### config.mk
export PLATFORM = sky130hd
export DESIGN_NAME = bfit_top
export DESIGN_NICKNAME = d
export VERILOG_FILES = /design/src/rtl/bfit_pkg.sv /design/src/rtl/bfit_delay.sv /design/src/rtl/bfit_rec_mem.sv /design/src/rtl/bfit_top.sv
export SDC_FILE = /design/constraint.sdc
export NUM_CORES = 2
export LEC_CHECK = 0
export ABC_AREA = 1
export BUFFER_PORTS_ARGS = -buffer_cell sky130_fd_sc_hd__buf_2
export CORE_ASPECT_RATIO = 1.2
export CORE_MARGIN = 3
export CORE_UTILIZATION = 45
export CTS_CLUSTER_DIAMETER = 60
export CTS_CLUSTER_SIZE = 16
export DETAILED_ROUTE_END_ITERATION = 16
export PLACE_DENSITY = 0.63
export SLEW_MARGIN = 20
export SYNTH_ARGS = -nofsm -noshare
export SYNTH_HDL_FRONTEND = slang
export SYNTH_HIERARCHICAL = 1
export SYNTH_SLANG_ARGS = --single-unit
export TNS_END_PERCENT = 100
### constraint.sdc
create_clock -name clock_i -period 11.1 [get_ports clock_i]
set_input_delay 1.665 -clock clock_i [delete_from_list [all_inputs] [get_ports clock_i]]
set_output_delay 1.665 -clock clock_i [all_outputs]
set_load 0.02 [all_outputs]
### src/rtl/bfit_pkg.sv
/*
  Shared constants and types for the breaker-failure input timer.
  Assumes a 10 MHz clock and a 5 ms delay step derived from it.
*/
package bfit_pkg;

  localparam int unsigned CLK_HZ      = 10_000_000;
  localparam int unsigned STEP_US     = 5000;
  localparam int unsigned STEP_CYCLES = CLK_HZ / 1_000_000 * STEP_US;
  localparam int unsigned MS_CYCLES   = CLK_HZ / 1000;

  // Delays are counted in 5 ms steps.
  localparam int unsigned DLY_W       = 19;
  localparam int unsigned RETR_MS     = 100;
  localparam int unsigned FAIL_MS     = 200;
  localparam logic [DLY_W-1:0] RETR_DEF_STEPS = DLY_W'(RETR_MS * 1000 / STEP_US);
  localparam logic [DLY_W-1:0] FAIL_DEF_STEPS = DLY_W'(FAIL_MS * 1000 / STEP_US);

  localparam int unsigned NUM_SIG  = 8;
  localparam int unsigned REC_NUM  = 12;
  localparam int unsigned CUR_W    = 16;
  localparam int unsigned TS_W     = 48;
  localparam int unsigned CNT_W    = 16;
  localparam int unsigned GRP_W    = 3;
  localparam int unsigned EVC_W    = 4;

  // Signal index of each event source.
  localparam int unsigned SIG_START = 0;
  localparam int unsigned SIG_RETR  = 1;
  localparam int unsigned SIG_FAIL  = 2;
  localparam int unsigned SIG_BLOCK = 3;
  localparam int unsigned SIG_DOMON = 4;
  localparam int unsigned SIG_INPUT = 5;
  localparam int unsigned SIG_PHASE = 6;
  localparam int unsigned SIG_RES   = 7;

  // Event store selection per signal.
  localparam logic [1:0] SEL_ON   = 2'h1;
  localparam logic [1:0] SEL_OFF  = 2'h2;
  localparam logic [1:0] SEL_BOTH = 2'h3;

  // Start criterion combined with the digital input.
  typedef enum logic [1:0] {
    BFIT_CRIT_INPUT,
    BFIT_CRIT_CUR_AND_DO,
    BFIT_CRIT_CUR_OR_DO
  } bfit_crit_t;

  localparam int unsigned REC_W =
    TS_W + EVC_W + 2 * CUR_W + 2 * DLY_W + GRP_W;

endpackage

### src/rtl/bfit_delay.sv
/*
  Definite-time delay in step units: counts while start holds.
  Assumes step_i is a one-cycle enable from the parent's divider.
*/
`timescale 1ns/1ns
module bfit_delay
  import bfit_pkg::*;
(
  // Clock and reset
  input  wire logic             clock_i,
  input  wire logic             rst_b_i,
  // Control
  input  wire logic             start_i,
  input  wire logic             step_i,
  input  wire logic [DLY_W-1:0] delay_i,
  // Result
  output logic                  expired_o,
  output logic      [DLY_W-1:0] left_o
);

  logic [DLY_W-1:0] count_reg;

  always_ff @(posedge clock_i) begin
    if (!rst_b_i || !start_i) begin
      count_reg <= '0;
    end else if (step_i && count_reg < delay_i) begin
      count_reg <= count_reg + DLY_W'(1);
    end
  end

  assign expired_o = start_i && (count_reg >= delay_i);
  assign left_o    = (count_reg >= delay_i) ? '0 : delay_i - count_reg;

endmodule // bfit_delay

### src/rtl/bfit_rec_mem.sv
/*
  Ring of the most recent operation records with registered read data.
  Assumes the parent supplies one write strobe per record.
*/
`timescale 1ns/1ns
module bfit_rec_mem
  import bfit_pkg::*;
#(
  parameter int unsigned DEPTH = REC_NUM,
  parameter int unsigned WIDTH = REC_W
) (
  // Clock and reset
  input  wire logic                     clock_i,
  input  wire logic                     rst_b_i,
  // Write side
  input  wire logic                     wr_i,
  input  wire logic [WIDTH-1:0]         wr_data_i,
  // Read side, index 0 is the newest record
  input  wire logic [$clog2(DEPTH)-1:0] rd_idx_i,
  output logic      [WIDTH-1:0]         rd_data_o,
  output logic      [$clog2(DEPTH):0]   fill_o
);

  localparam int unsigned AW = $clog2(DEPTH);

  logic [WIDTH-1:0] mem_reg [DEPTH];
  logic [AW-1:0]    wp_reg;
  logic [AW:0]      fill_reg;
  logic [AW-1:0]    rd_addr;

  always_ff @(posedge clock_i) begin
    if (wr_i) begin
      mem_reg[wp_reg] <= wr_data_i;
    end
  end

  // The oldest record is overwritten once the ring is full.
  always_ff @(posedge clock_i) begin
    if (!rst_b_i) begin
      wp_reg   <= '0;
      fill_reg <= '0;
    end else if (wr_i) begin
      wp_reg <= (wp_reg == AW'(DEPTH - 1)) ? '0 : wp_reg + AW'(1);
      if (fill_reg != (AW+1)'(DEPTH)) begin
        fill_reg <= fill_reg + (AW+1)'(1);
      end
    end
  end

  always_comb begin
    if ({1'b0, wp_reg} > {1'b0, rd_idx_i}) begin
      rd_addr = wp_reg - rd_idx_i - AW'(1);
    end else begin
      rd_addr = AW'(DEPTH - 1) - (rd_idx_i - wp_reg);
    end
  end

  always_ff @(posedge clock_i) begin
    if (!rst_b_i) begin
      rd_data_o <= '0;
    end else begin
      rd_data_o <= mem_reg[rd_addr];
    end
  end

  assign fill_o = fill_reg;

endmodule // bfit_rec_mem

### src/rtl/bfit_top.sv
/*
  Breaker-failure input timer run as a dedicated failure unit.
  Assumes the pins arrive asynchronous, measurements and time from logic
  on the same clock, and a 10 MHz clock.
*/
// Contract
// RULE1: Dedicated mode starts supervision only from the digital input state.
// RULE2: The failure delay counter starts when the digital input activates.
// RULE3: Counter still running at the delay asserts the upstream failure trip.
// RULE4: Current and output-contact supervision may still combine with input.
// RULE5: Feeders wire trips to the input; own trip used only for failure.
// RULE6: Separate ON and OFF events for all eight internal signals.
// RULE7: Per-event selection stores ON, OFF or both in the buffer.
// RULE8: Every event carries a time stamp taken at the change.
// RULE9: Clearable cumulative counters for repeat, failure, start, blocked.
// RULE10: Only the twelve most recent operation records are kept.
// RULE11: Records are captured on ON events with process data then present.
// RULE12: Record holds time, event, currents, times left and setting group.
// RULE13: Outputs are available for physical outputs and user logic.
// RULE14: Failure output after start held for the delay; 5 ms steps, 0.2 s.
// RULE15: Repeat trip after start held for its delay; default 0.1 s.
// RULE16: Input dropping before expiry clears the counter; output stays off.
`timescale 1ns/1ns
module bfit_top
  import bfit_pkg::*;
(
  // Clock and reset
  input  wire logic                    clock_i,
  input  wire logic                    rst_b_i,
  // Pins from the outgoing feeders and the trip contact monitor
  input  wire logic                    trip_input_i,
  input  wire logic                    contact_mon_i,
  input  wire logic                    block_i,
  // Settings
  input  wire logic [1:0]              criterion_i,
  input  wire logic                    retrip_en_i,
  input  wire logic [DLY_W-1:0]        retrip_steps_i,
  input  wire logic [DLY_W-1:0]        fail_steps_i,
  input  wire logic [CUR_W-1:0]        phase_set_i,
  input  wire logic [CUR_W-1:0]        res_set_i,
  input  wire logic [2*NUM_SIG-1:0]    event_sel_i,
  input  wire logic [GRP_W-1:0]        group_i,
  // Measurements and time base
  input  wire logic [CUR_W-1:0]        phase_max_i,
  input  wire logic [CUR_W-1:0]        res_cur_i,
  input  wire logic [TS_W-1:0]         time_ms_i,
  // Counter clear and record read
  input  wire logic                    cnt_clear_i,
  input  wire logic [3:0]              rec_idx_i,
  // Protection outputs
  output logic                         start_o,
  output logic                         repeat_trip_o,
  output logic                         breaker_failure_output_o,
  output logic                         blocked_o,
  output logic [DLY_W-1:0]             repeat_trip_time_left_o,
  output logic [DLY_W-1:0]             failure_time_left_o,
  // Event stream of the failure_event_block
  output logic                         event_valid_o,
  output logic [EVC_W-1:0]             event_code_o,
  output logic [TS_W-1:0]              event_time_o,
  output logic                         event_lost_o,
  // Counters
  output logic [CNT_W-1:0]             retrip_count_o,
  output logic [CNT_W-1:0]             fail_count_o,
  output logic [CNT_W-1:0]             start_count_o,
  output logic [CNT_W-1:0]             block_count_o,
  // Records
  output logic [REC_W-1:0]             rec_data_o,
  output logic [4:0]                   rec_fill_o
);

  // Step divider: one enable pulse per 5 ms.
  logic [$clog2(STEP_CYCLES)-1:0] div_reg;
  logic                           step;

  always_ff @(posedge clock_i) begin
    if (!rst_b_i || step) begin
      div_reg <= '0;
    end else begin
      div_reg <= div_reg + 1'b1;
    end
  end
  assign step = (div_reg == ($clog2(STEP_CYCLES))'(STEP_CYCLES - 1));

  // Pin synchronisers, two stages each.
  logic [2:0] pin_meta_reg;
  logic [2:0] pin_sync_reg;

  always_ff @(posedge clock_i) begin
    if (!rst_b_i) begin
      pin_meta_reg <= '0;
      pin_sync_reg <= '0;
    end else begin
      pin_meta_reg <= {block_i, contact_mon_i, trip_input_i};
      pin_sync_reg <= pin_meta_reg;
    end
  end

  logic in_act;
  logic do_act;
  logic blk_act;
  logic ph_act;
  logic res_act;
  logic cur_act;
  logic start_cond;

  assign in_act  = pin_sync_reg[0];
  assign do_act  = pin_sync_reg[1];
  assign blk_act = pin_sync_reg[2];
  assign ph_act  = phase_max_i > phase_set_i;
  assign res_act = res_cur_i > res_set_i;
  assign cur_act = ph_act || res_act;

  // The feeders' trip arrives on the input; no own stage starts the timer.
  always_comb begin // RULE5
    unique case (bfit_crit_t'(criterion_i))
      BFIT_CRIT_INPUT:      start_cond = in_act; // RULE1
      BFIT_CRIT_CUR_AND_DO: start_cond = in_act && cur_act && do_act; // RULE4
      BFIT_CRIT_CUR_OR_DO:  start_cond = in_act && (cur_act || do_act); // RULE4
      default:              start_cond = in_act;
    endcase
  end

  logic run;
  assign run = start_cond && !blk_act;

  logic fail_exp;
  logic retr_exp;
  logic [DLY_W-1:0] fail_left;
  logic [DLY_W-1:0] retr_left;

  // Dropping run clears the count inside the delay module.
  bfit_delay u_fail_dly ( // RULE2 RULE16
    .clock_i   (clock_i),
    .rst_b_i   (rst_b_i),
    .start_i   (run),
    .step_i    (step),
    .delay_i   (fail_steps_i),
    .expired_o (fail_exp),
    .left_o    (fail_left)
  );

  bfit_delay u_retr_dly (
    .clock_i   (clock_i),
    .rst_b_i   (rst_b_i),
    .start_i   (run && retrip_en_i),
    .step_i    (step),
    .delay_i   (retrip_steps_i),
    .expired_o (retr_exp),
    .left_o    (retr_left)
  );

  // Outputs are registered so they can drive contacts and user logic.
  always_ff @(posedge clock_i) begin // RULE13
    if (!rst_b_i) begin
      start_o                  <= 1'b0;
      repeat_trip_o            <= 1'b0;
      breaker_failure_output_o <= 1'b0;
      blocked_o                <= 1'b0;
      repeat_trip_time_left_o  <= '0;
      failure_time_left_o      <= '0;
    end else begin
      start_o                  <= run;
      repeat_trip_o            <= retr_exp; // RULE15
      breaker_failure_output_o <= fail_exp; // RULE3 RULE14 RULE16
      blocked_o                <= start_cond && blk_act;
      repeat_trip_time_left_o  <= run && retrip_en_i ? retr_left : '0;
      failure_time_left_o      <= run ? fail_left : '0;
    end
  end

  // Edge detection of all eight signals.
  logic [NUM_SIG-1:0] sig_now;
  logic [NUM_SIG-1:0] sig_prev_reg;
  logic [NUM_SIG-1:0] rise;
  logic [NUM_SIG-1:0] fall;

  assign sig_now = {res_act, ph_act, in_act, do_act, blocked_o,
                    breaker_failure_output_o, repeat_trip_o, start_o};

  always_ff @(posedge clock_i) begin
    if (!rst_b_i) begin
      sig_prev_reg <= '0;
    end else begin
      sig_prev_reg <= sig_now;
    end
  end
  assign rise = sig_now & ~sig_prev_reg; // RULE6
  assign fall = ~sig_now & sig_prev_reg; // RULE6

  // Pending events; a new edge wins over the clear of the one being sent.
  logic [2*NUM_SIG-1:0] pend_reg;
  logic [2*NUM_SIG-1:0] want;
  logic [2*NUM_SIG-1:0] take;
  logic [2*NUM_SIG-1:0] pend_take;
  logic                 any_pend;
  logic [EVC_W-1:0]     pick;

  // Lowest pending index: code is 2*signal, plus one for OFF.
  function automatic logic [EVC_W-1:0] first_set(logic [2*NUM_SIG-1:0] v);
    first_set = '0;
    for (int i = 2 * NUM_SIG - 1; i >= 0; i--) begin
      if (v[i]) begin
        first_set = EVC_W'(i);
      end
    end
  endfunction

  for (genvar g = 0; g < NUM_SIG; g++) begin : g_sel
    assign want[2*g]   = rise[g] && event_sel_i[2*g]; // RULE7
    assign want[2*g+1] = fall[g] && event_sel_i[2*g+1]; // RULE7
  end

  assign any_pend  = |pend_reg;
  assign pick      = first_set(pend_reg);
  assign take      = any_pend ? ((2*NUM_SIG)'(1) << pick) : '0;
  assign pend_take = pend_reg & ~take;

  // Time stamps are caught at the edge, one per pending event.
  logic [TS_W-1:0] ts_reg [2*NUM_SIG];

  always_ff @(posedge clock_i) begin
    if (!rst_b_i) begin
      pend_reg     <= '0;
      event_lost_o <= 1'b0;
    end else begin
      pend_reg     <= pend_take | want;
      event_lost_o <= |(want & pend_take);
    end
  end

  for (genvar g = 0; g < 2 * NUM_SIG; g++) begin : g_ts
    always_ff @(posedge clock_i) begin
      if (!rst_b_i) begin
        ts_reg[g] <= '0;
      end else if (want[g]) begin
        ts_reg[g] <= time_ms_i; // RULE8
      end
    end
  end

  always_ff @(posedge clock_i) begin
    if (!rst_b_i) begin
      event_valid_o <= 1'b0;
      event_code_o  <= '0;
      event_time_o  <= '0;
    end else begin
      event_valid_o <= any_pend;
      event_code_o  <= pick;
      event_time_o  <= ts_reg[pick]; // RULE8
    end
  end

  // Cumulative counters; a clear in the same cycle as an event still counts.
  logic [3:0]       cnt_inc;
  logic [CNT_W-1:0] cnt_reg [4];

  assign cnt_inc = {rise[SIG_BLOCK], rise[SIG_START],
                    rise[SIG_FAIL], rise[SIG_RETR]};

  for (genvar g = 0; g < 4; g++) begin : g_cnt
    always_ff @(posedge clock_i) begin // RULE9
      if (!rst_b_i) begin
        cnt_reg[g] <= '0;
      end else if (cnt_clear_i) begin
        cnt_reg[g] <= cnt_inc[g] ? CNT_W'(1) : '0;
      end else if (cnt_inc[g] && cnt_reg[g] != '1) begin
        cnt_reg[g] <= cnt_reg[g] + CNT_W'(1);
      end
    end
  end

  assign retrip_count_o = cnt_reg[0];
  assign fail_count_o   = cnt_reg[1];
  assign start_count_o  = cnt_reg[2];
  assign block_count_o  = cnt_reg[3];

  // A record for each ON edge; several in one cycle keep the lowest.
  logic             rec_wr;
  logic [EVC_W-1:0] rec_code;
  logic [REC_W-1:0] rec_word;

  assign rec_wr   = |rise; // RULE11
  assign rec_code = first_set({NUM_SIG'(0), rise} << 0);
  assign rec_word = {time_ms_i, rec_code << 1, phase_max_i, res_cur_i,
                     retr_left, fail_left, group_i}; // RULE12

  bfit_rec_mem u_rec ( // RULE10
    .clock_i   (clock_i),
    .rst_b_i   (rst_b_i),
    .wr_i      (rec_wr),
    .wr_data_i (rec_word),
    .rd_idx_i  (rec_idx_i),
    .rd_data_o (rec_data_o),
    .fill_o    (rec_fill_o)
  );

endmodule // bfit_top
==> flow_metrics.py <==
metrics = {
    "synth": {
        "yosysWarnings": 6,
        "synthArstFlopShare_pct": 0,
        "synth_edf_count": 2332,
        "ys_ff_latch": 2646,
        "synth_top_flop_cell": "edfxtp_1",
        "syn_avg_cell_area_um2": 10.8,
        "ys_types": 60,
        "netlist_instances": 10200,
        "netlist_area_um2": 110000,
        "synth_seq_area_share_pct": 69.1,
    },
    "finish": {
        "layout_commonest_cell": "edfxtp_1",
        "n_fill_cell": 21700,
        "seqCellArea_um2": 76300,
        "drive_gt1_share_pct": 9.45,
        "fin_nets": 10700,
        "final_cell_mix": "edfxtp_1, nand2_1, nor2_1",
        "multi_input_area_um2": 29600,
        "final_cells": 13800,
        "largest_reg_flops": 1500,
        "area_growth_pct": 10.4,
    },
    "floorplanning": {
        "initial_core_util_pct": 45.4,
        "die-area_um2": 252000,
        "core_area_um2": 243000,
        "fp.dieH_um": 549,
        "die_w_um": 458,
        "rows": 198,
        "design.portCount": 472,
    },
    "critical_path": {
        "cp_max_fo": 61,
        "r2r-start": "pend_reg[14]$_SDFF_PN0_",
        "critPathRequiredTime_ns": 11.59,
        "start_kind": "input port",
        "regToRegSetupSlack_ns": 6.18,
        "cp_num_buf_inv": 2,
        "path_cells": "buf_2 -> ha_1 -> nand4_1 -> nor3_1 -> nand2_1 -> nand2_1 -> nand2_1 -> o21ai_0 -> nor2_1 -> nand2_1 -> nand2_1 -> nor2_4 -> buf_4",
        "r2r_cells": 18,
        "path_class": "in2reg",
        "cpMostUsedCell": "nand2_1",
        "endpoint_kind": "flip-flop",
        "crit_slowest_cell": "buf_4",
        "cp_top_family": "simple AND/OR/NAND/NOR gates",
        "worstReg2RegEnd": "event_time_o[8]$_SDFF_PN0_",
        "max_stage_delay_ns": 0.94,
        "cp.arrival_ns": 6.69,
    },
    "clock_network": {
        "post_cts_hold_buffer_count": 0,
        "clk_pin_slew_ns": 0.07,
        "htree_num_levels": 4,
        "cts_resized": 0,
        "clock_path_buffers": 4,
        "clock_latency_ns": 0.91,
        "clock_sinks": 2646,
        "cts_tree": "done",
        "cts-root-buf": "clkbuf_16",
        "cts_buffers": 210,
        "post_cts_buffers": 0,
    },
    "power": {
        "intPower_mw": 16.6,
        "p_leak_nw": 46.4,
        "vdd_drop_max_uv": 138,
        "p_sw_mw": 7.50,
        "switching_share_pct": 31.1,
        "p_per_area_nw_per_um2": 197,
        "p_clk_share_pct": 30.4,
        "combPwrFrac_pct": 20.9,
        "seqPwrFrac_pct": 48.7,
    },
    "hold_path": {
        "hold_start": "pin_meta_reg[0]$_SDFF_PN0_",
        "worstHoldEndpoint": "pin_sync_reg[0]$_SDFF_PN0_",
        "hp-class": "reg2reg",
        "min_path_cells": 2,
    },
    "route": {
        "wl_per_cell_um": 24.0,
        "drc": 0,
        "ant_nets": 0,
        "vias": 77900,
        "via_per_inst": 5.64,
        "drtIter0Drc": 7979,
        "firstDrtPassIters": 7,
        "drt_wl_total_um": 332000,
    },
    "timing": {
        "grt_setup_unrepaired": "no",
        "min_period_ns": 6.20,
        "finalHoldViolCount": 0,
        "fin_worst_skew_ns": 0.103,
        "setup_viol": 0,
        "relSlewSlack_pct": 23.3,
        "fmax_mhz": 161,
        "period_share_pct": 55.8,
        "worst_pin_slew_ns": 1.15,
        "tns_ns": 0,
        "drv_slew": 0,
    },
    "global_routing": {
        "grt_pass1_wl_um": 487000,
        "grt_pass1_vias": 75900,
        "grt_usage_pct": 25.6,
        "grt_max_degree": 196,
        "antenna_found_initial": 57,
        "grt-ovfl-total": 0,
    },
    "placed_design": {
        "io_buffers": 471,
        "hpwl_um": 185000,
        "gp_congestion": 0.868,
        "dp.cells": 13400,
    },
    "outcome": {
        "status": "finished clean",
    },
    "job": {
        "cap_violations": 0,
    },
}
final cells by class:
cell class | count | area share (%)
antenna | 24 | 0.0492
clock buffer | 341 | 4.81
clock inverter | 38 | 0.412
inverter | 587 | 1.83
multi-input combinational | 6387 | 24.3
sequential | 2646 | 62.6
tap | 3200 | 3.28
timing repair buffer | 595 | 2.80
worst max path at each step:
stage | start | end | depth (start not counted)
after detailed placement | phase_max_i[15] | u_rec/mem_reg[10][2]$_DFFE_PP_ | 13
after global placement | res_cur_i[0] | u_rec/mem_reg[7][110]$_DFFE_PP_ | 18
after CTS | phase_max_i[15] | u_rec/mem_reg[10][70]$_DFFE_PP_ | 13
after global routing | phase_max_i[15] | u_rec/mem_reg[10][70]$_DFFE_PP_ | 13
after floorplan | res_set_i[15] | u_rec/mem_reg[3][0]$_DFFE_PP_ | 13
final | phase_max_i[15] | u_rec/mem_reg[10][85]$_DFFE_PP_ | 13
tightest hold or removal path: stages, from the launching register on:
cell and delay [ns]:
dfxtp_1 0.30, nand2_1 0.05, inv_1 0.04
synthesized netlist by cell type, types with 16 or more instances:
master        n  share of area [%]
a2bb2oi_1    66               0.52
ha_1         92                1.0
nand2_1    1949                6.6
a21oi_1     269                1.2
clkbuf_1    310                1.1
dfxtp_1     314                5.7
buf_2       253                1.1
nor2_1     1945                6.6
nand3b_1     78               0.53
nand4_1      59               0.33
o22ai_1     195                1.1
nor3_1       47               0.21
nor3b_1      18               0.12
buf_1        38               0.13
buf_4        17               0.12
o21ai_0     622                2.8
inv_1       567                1.9
edfxtp_1   2332                 63
xor2_1       26               0.21
nand3_1     750                3.4
nand2_2      17              0.096
xnor2_1      26               0.21
inv_2        16              0.054
o21ai_1     111               0.50
kinds of logic after synthesis:
group	count (synthesis)	share of synthesized area, %
buffers and inverters	1214	4.54
AOI/OAI and AO/OA	1299	6.44
other	1	0.00339
DFF	2646	69.1
adders and majority gates	97	1.13
xor gates and xnor gates	52	0.412
and+or+nand+nor	4927	18.4
power by group through the flow:
| stage | combinational [mW] | sequential (mW) | clock, mW |
|---|---|---|---|
| 6_report | 5.02 | 11.7 | 7.32 |
| 5_1_grt | 5.49 | 11.8 | 7.82 |
| 4_1_cts | 5.01 | 11.7 | 7.47 |
| 3_5_place_dp | 4.99 | 12.0 | 0 |
| 3_3_place_gp | 4.94 | 12.0 | 0 |
| 2_1_floorplan | 2.99 | 12.1 | 0 |
per-layer routing:
| layer | track usage [%] | wire [um] |
|---|---|---|
| met1 | 33.3 | 131000 |
| met2 | 43.7 | 162000 |
| met3 | 3.60 | 26500 |
| met4 | 9.74 | 12600 |
| met5 | 0 | 80 |
through the flow:
step                total power [mW]  hold slack (ns)  util [%]  instance area (um^2)  setup slack (ns)
floorplan                       15.1            0.390         -                111000              1.94
global placement                16.9            0.403      47.5                115000              3.93
detailed placement              17.0            0.400      47.5                115000              4.10
CTS                             24.2            0.384      50.1                122000              5.04
global route                    25.1            0.418      50.1                122000              4.68
finish                          24.1            0.356      50.1                122000              4.90
Note: power is estimated with default switching activity, not from simulation.
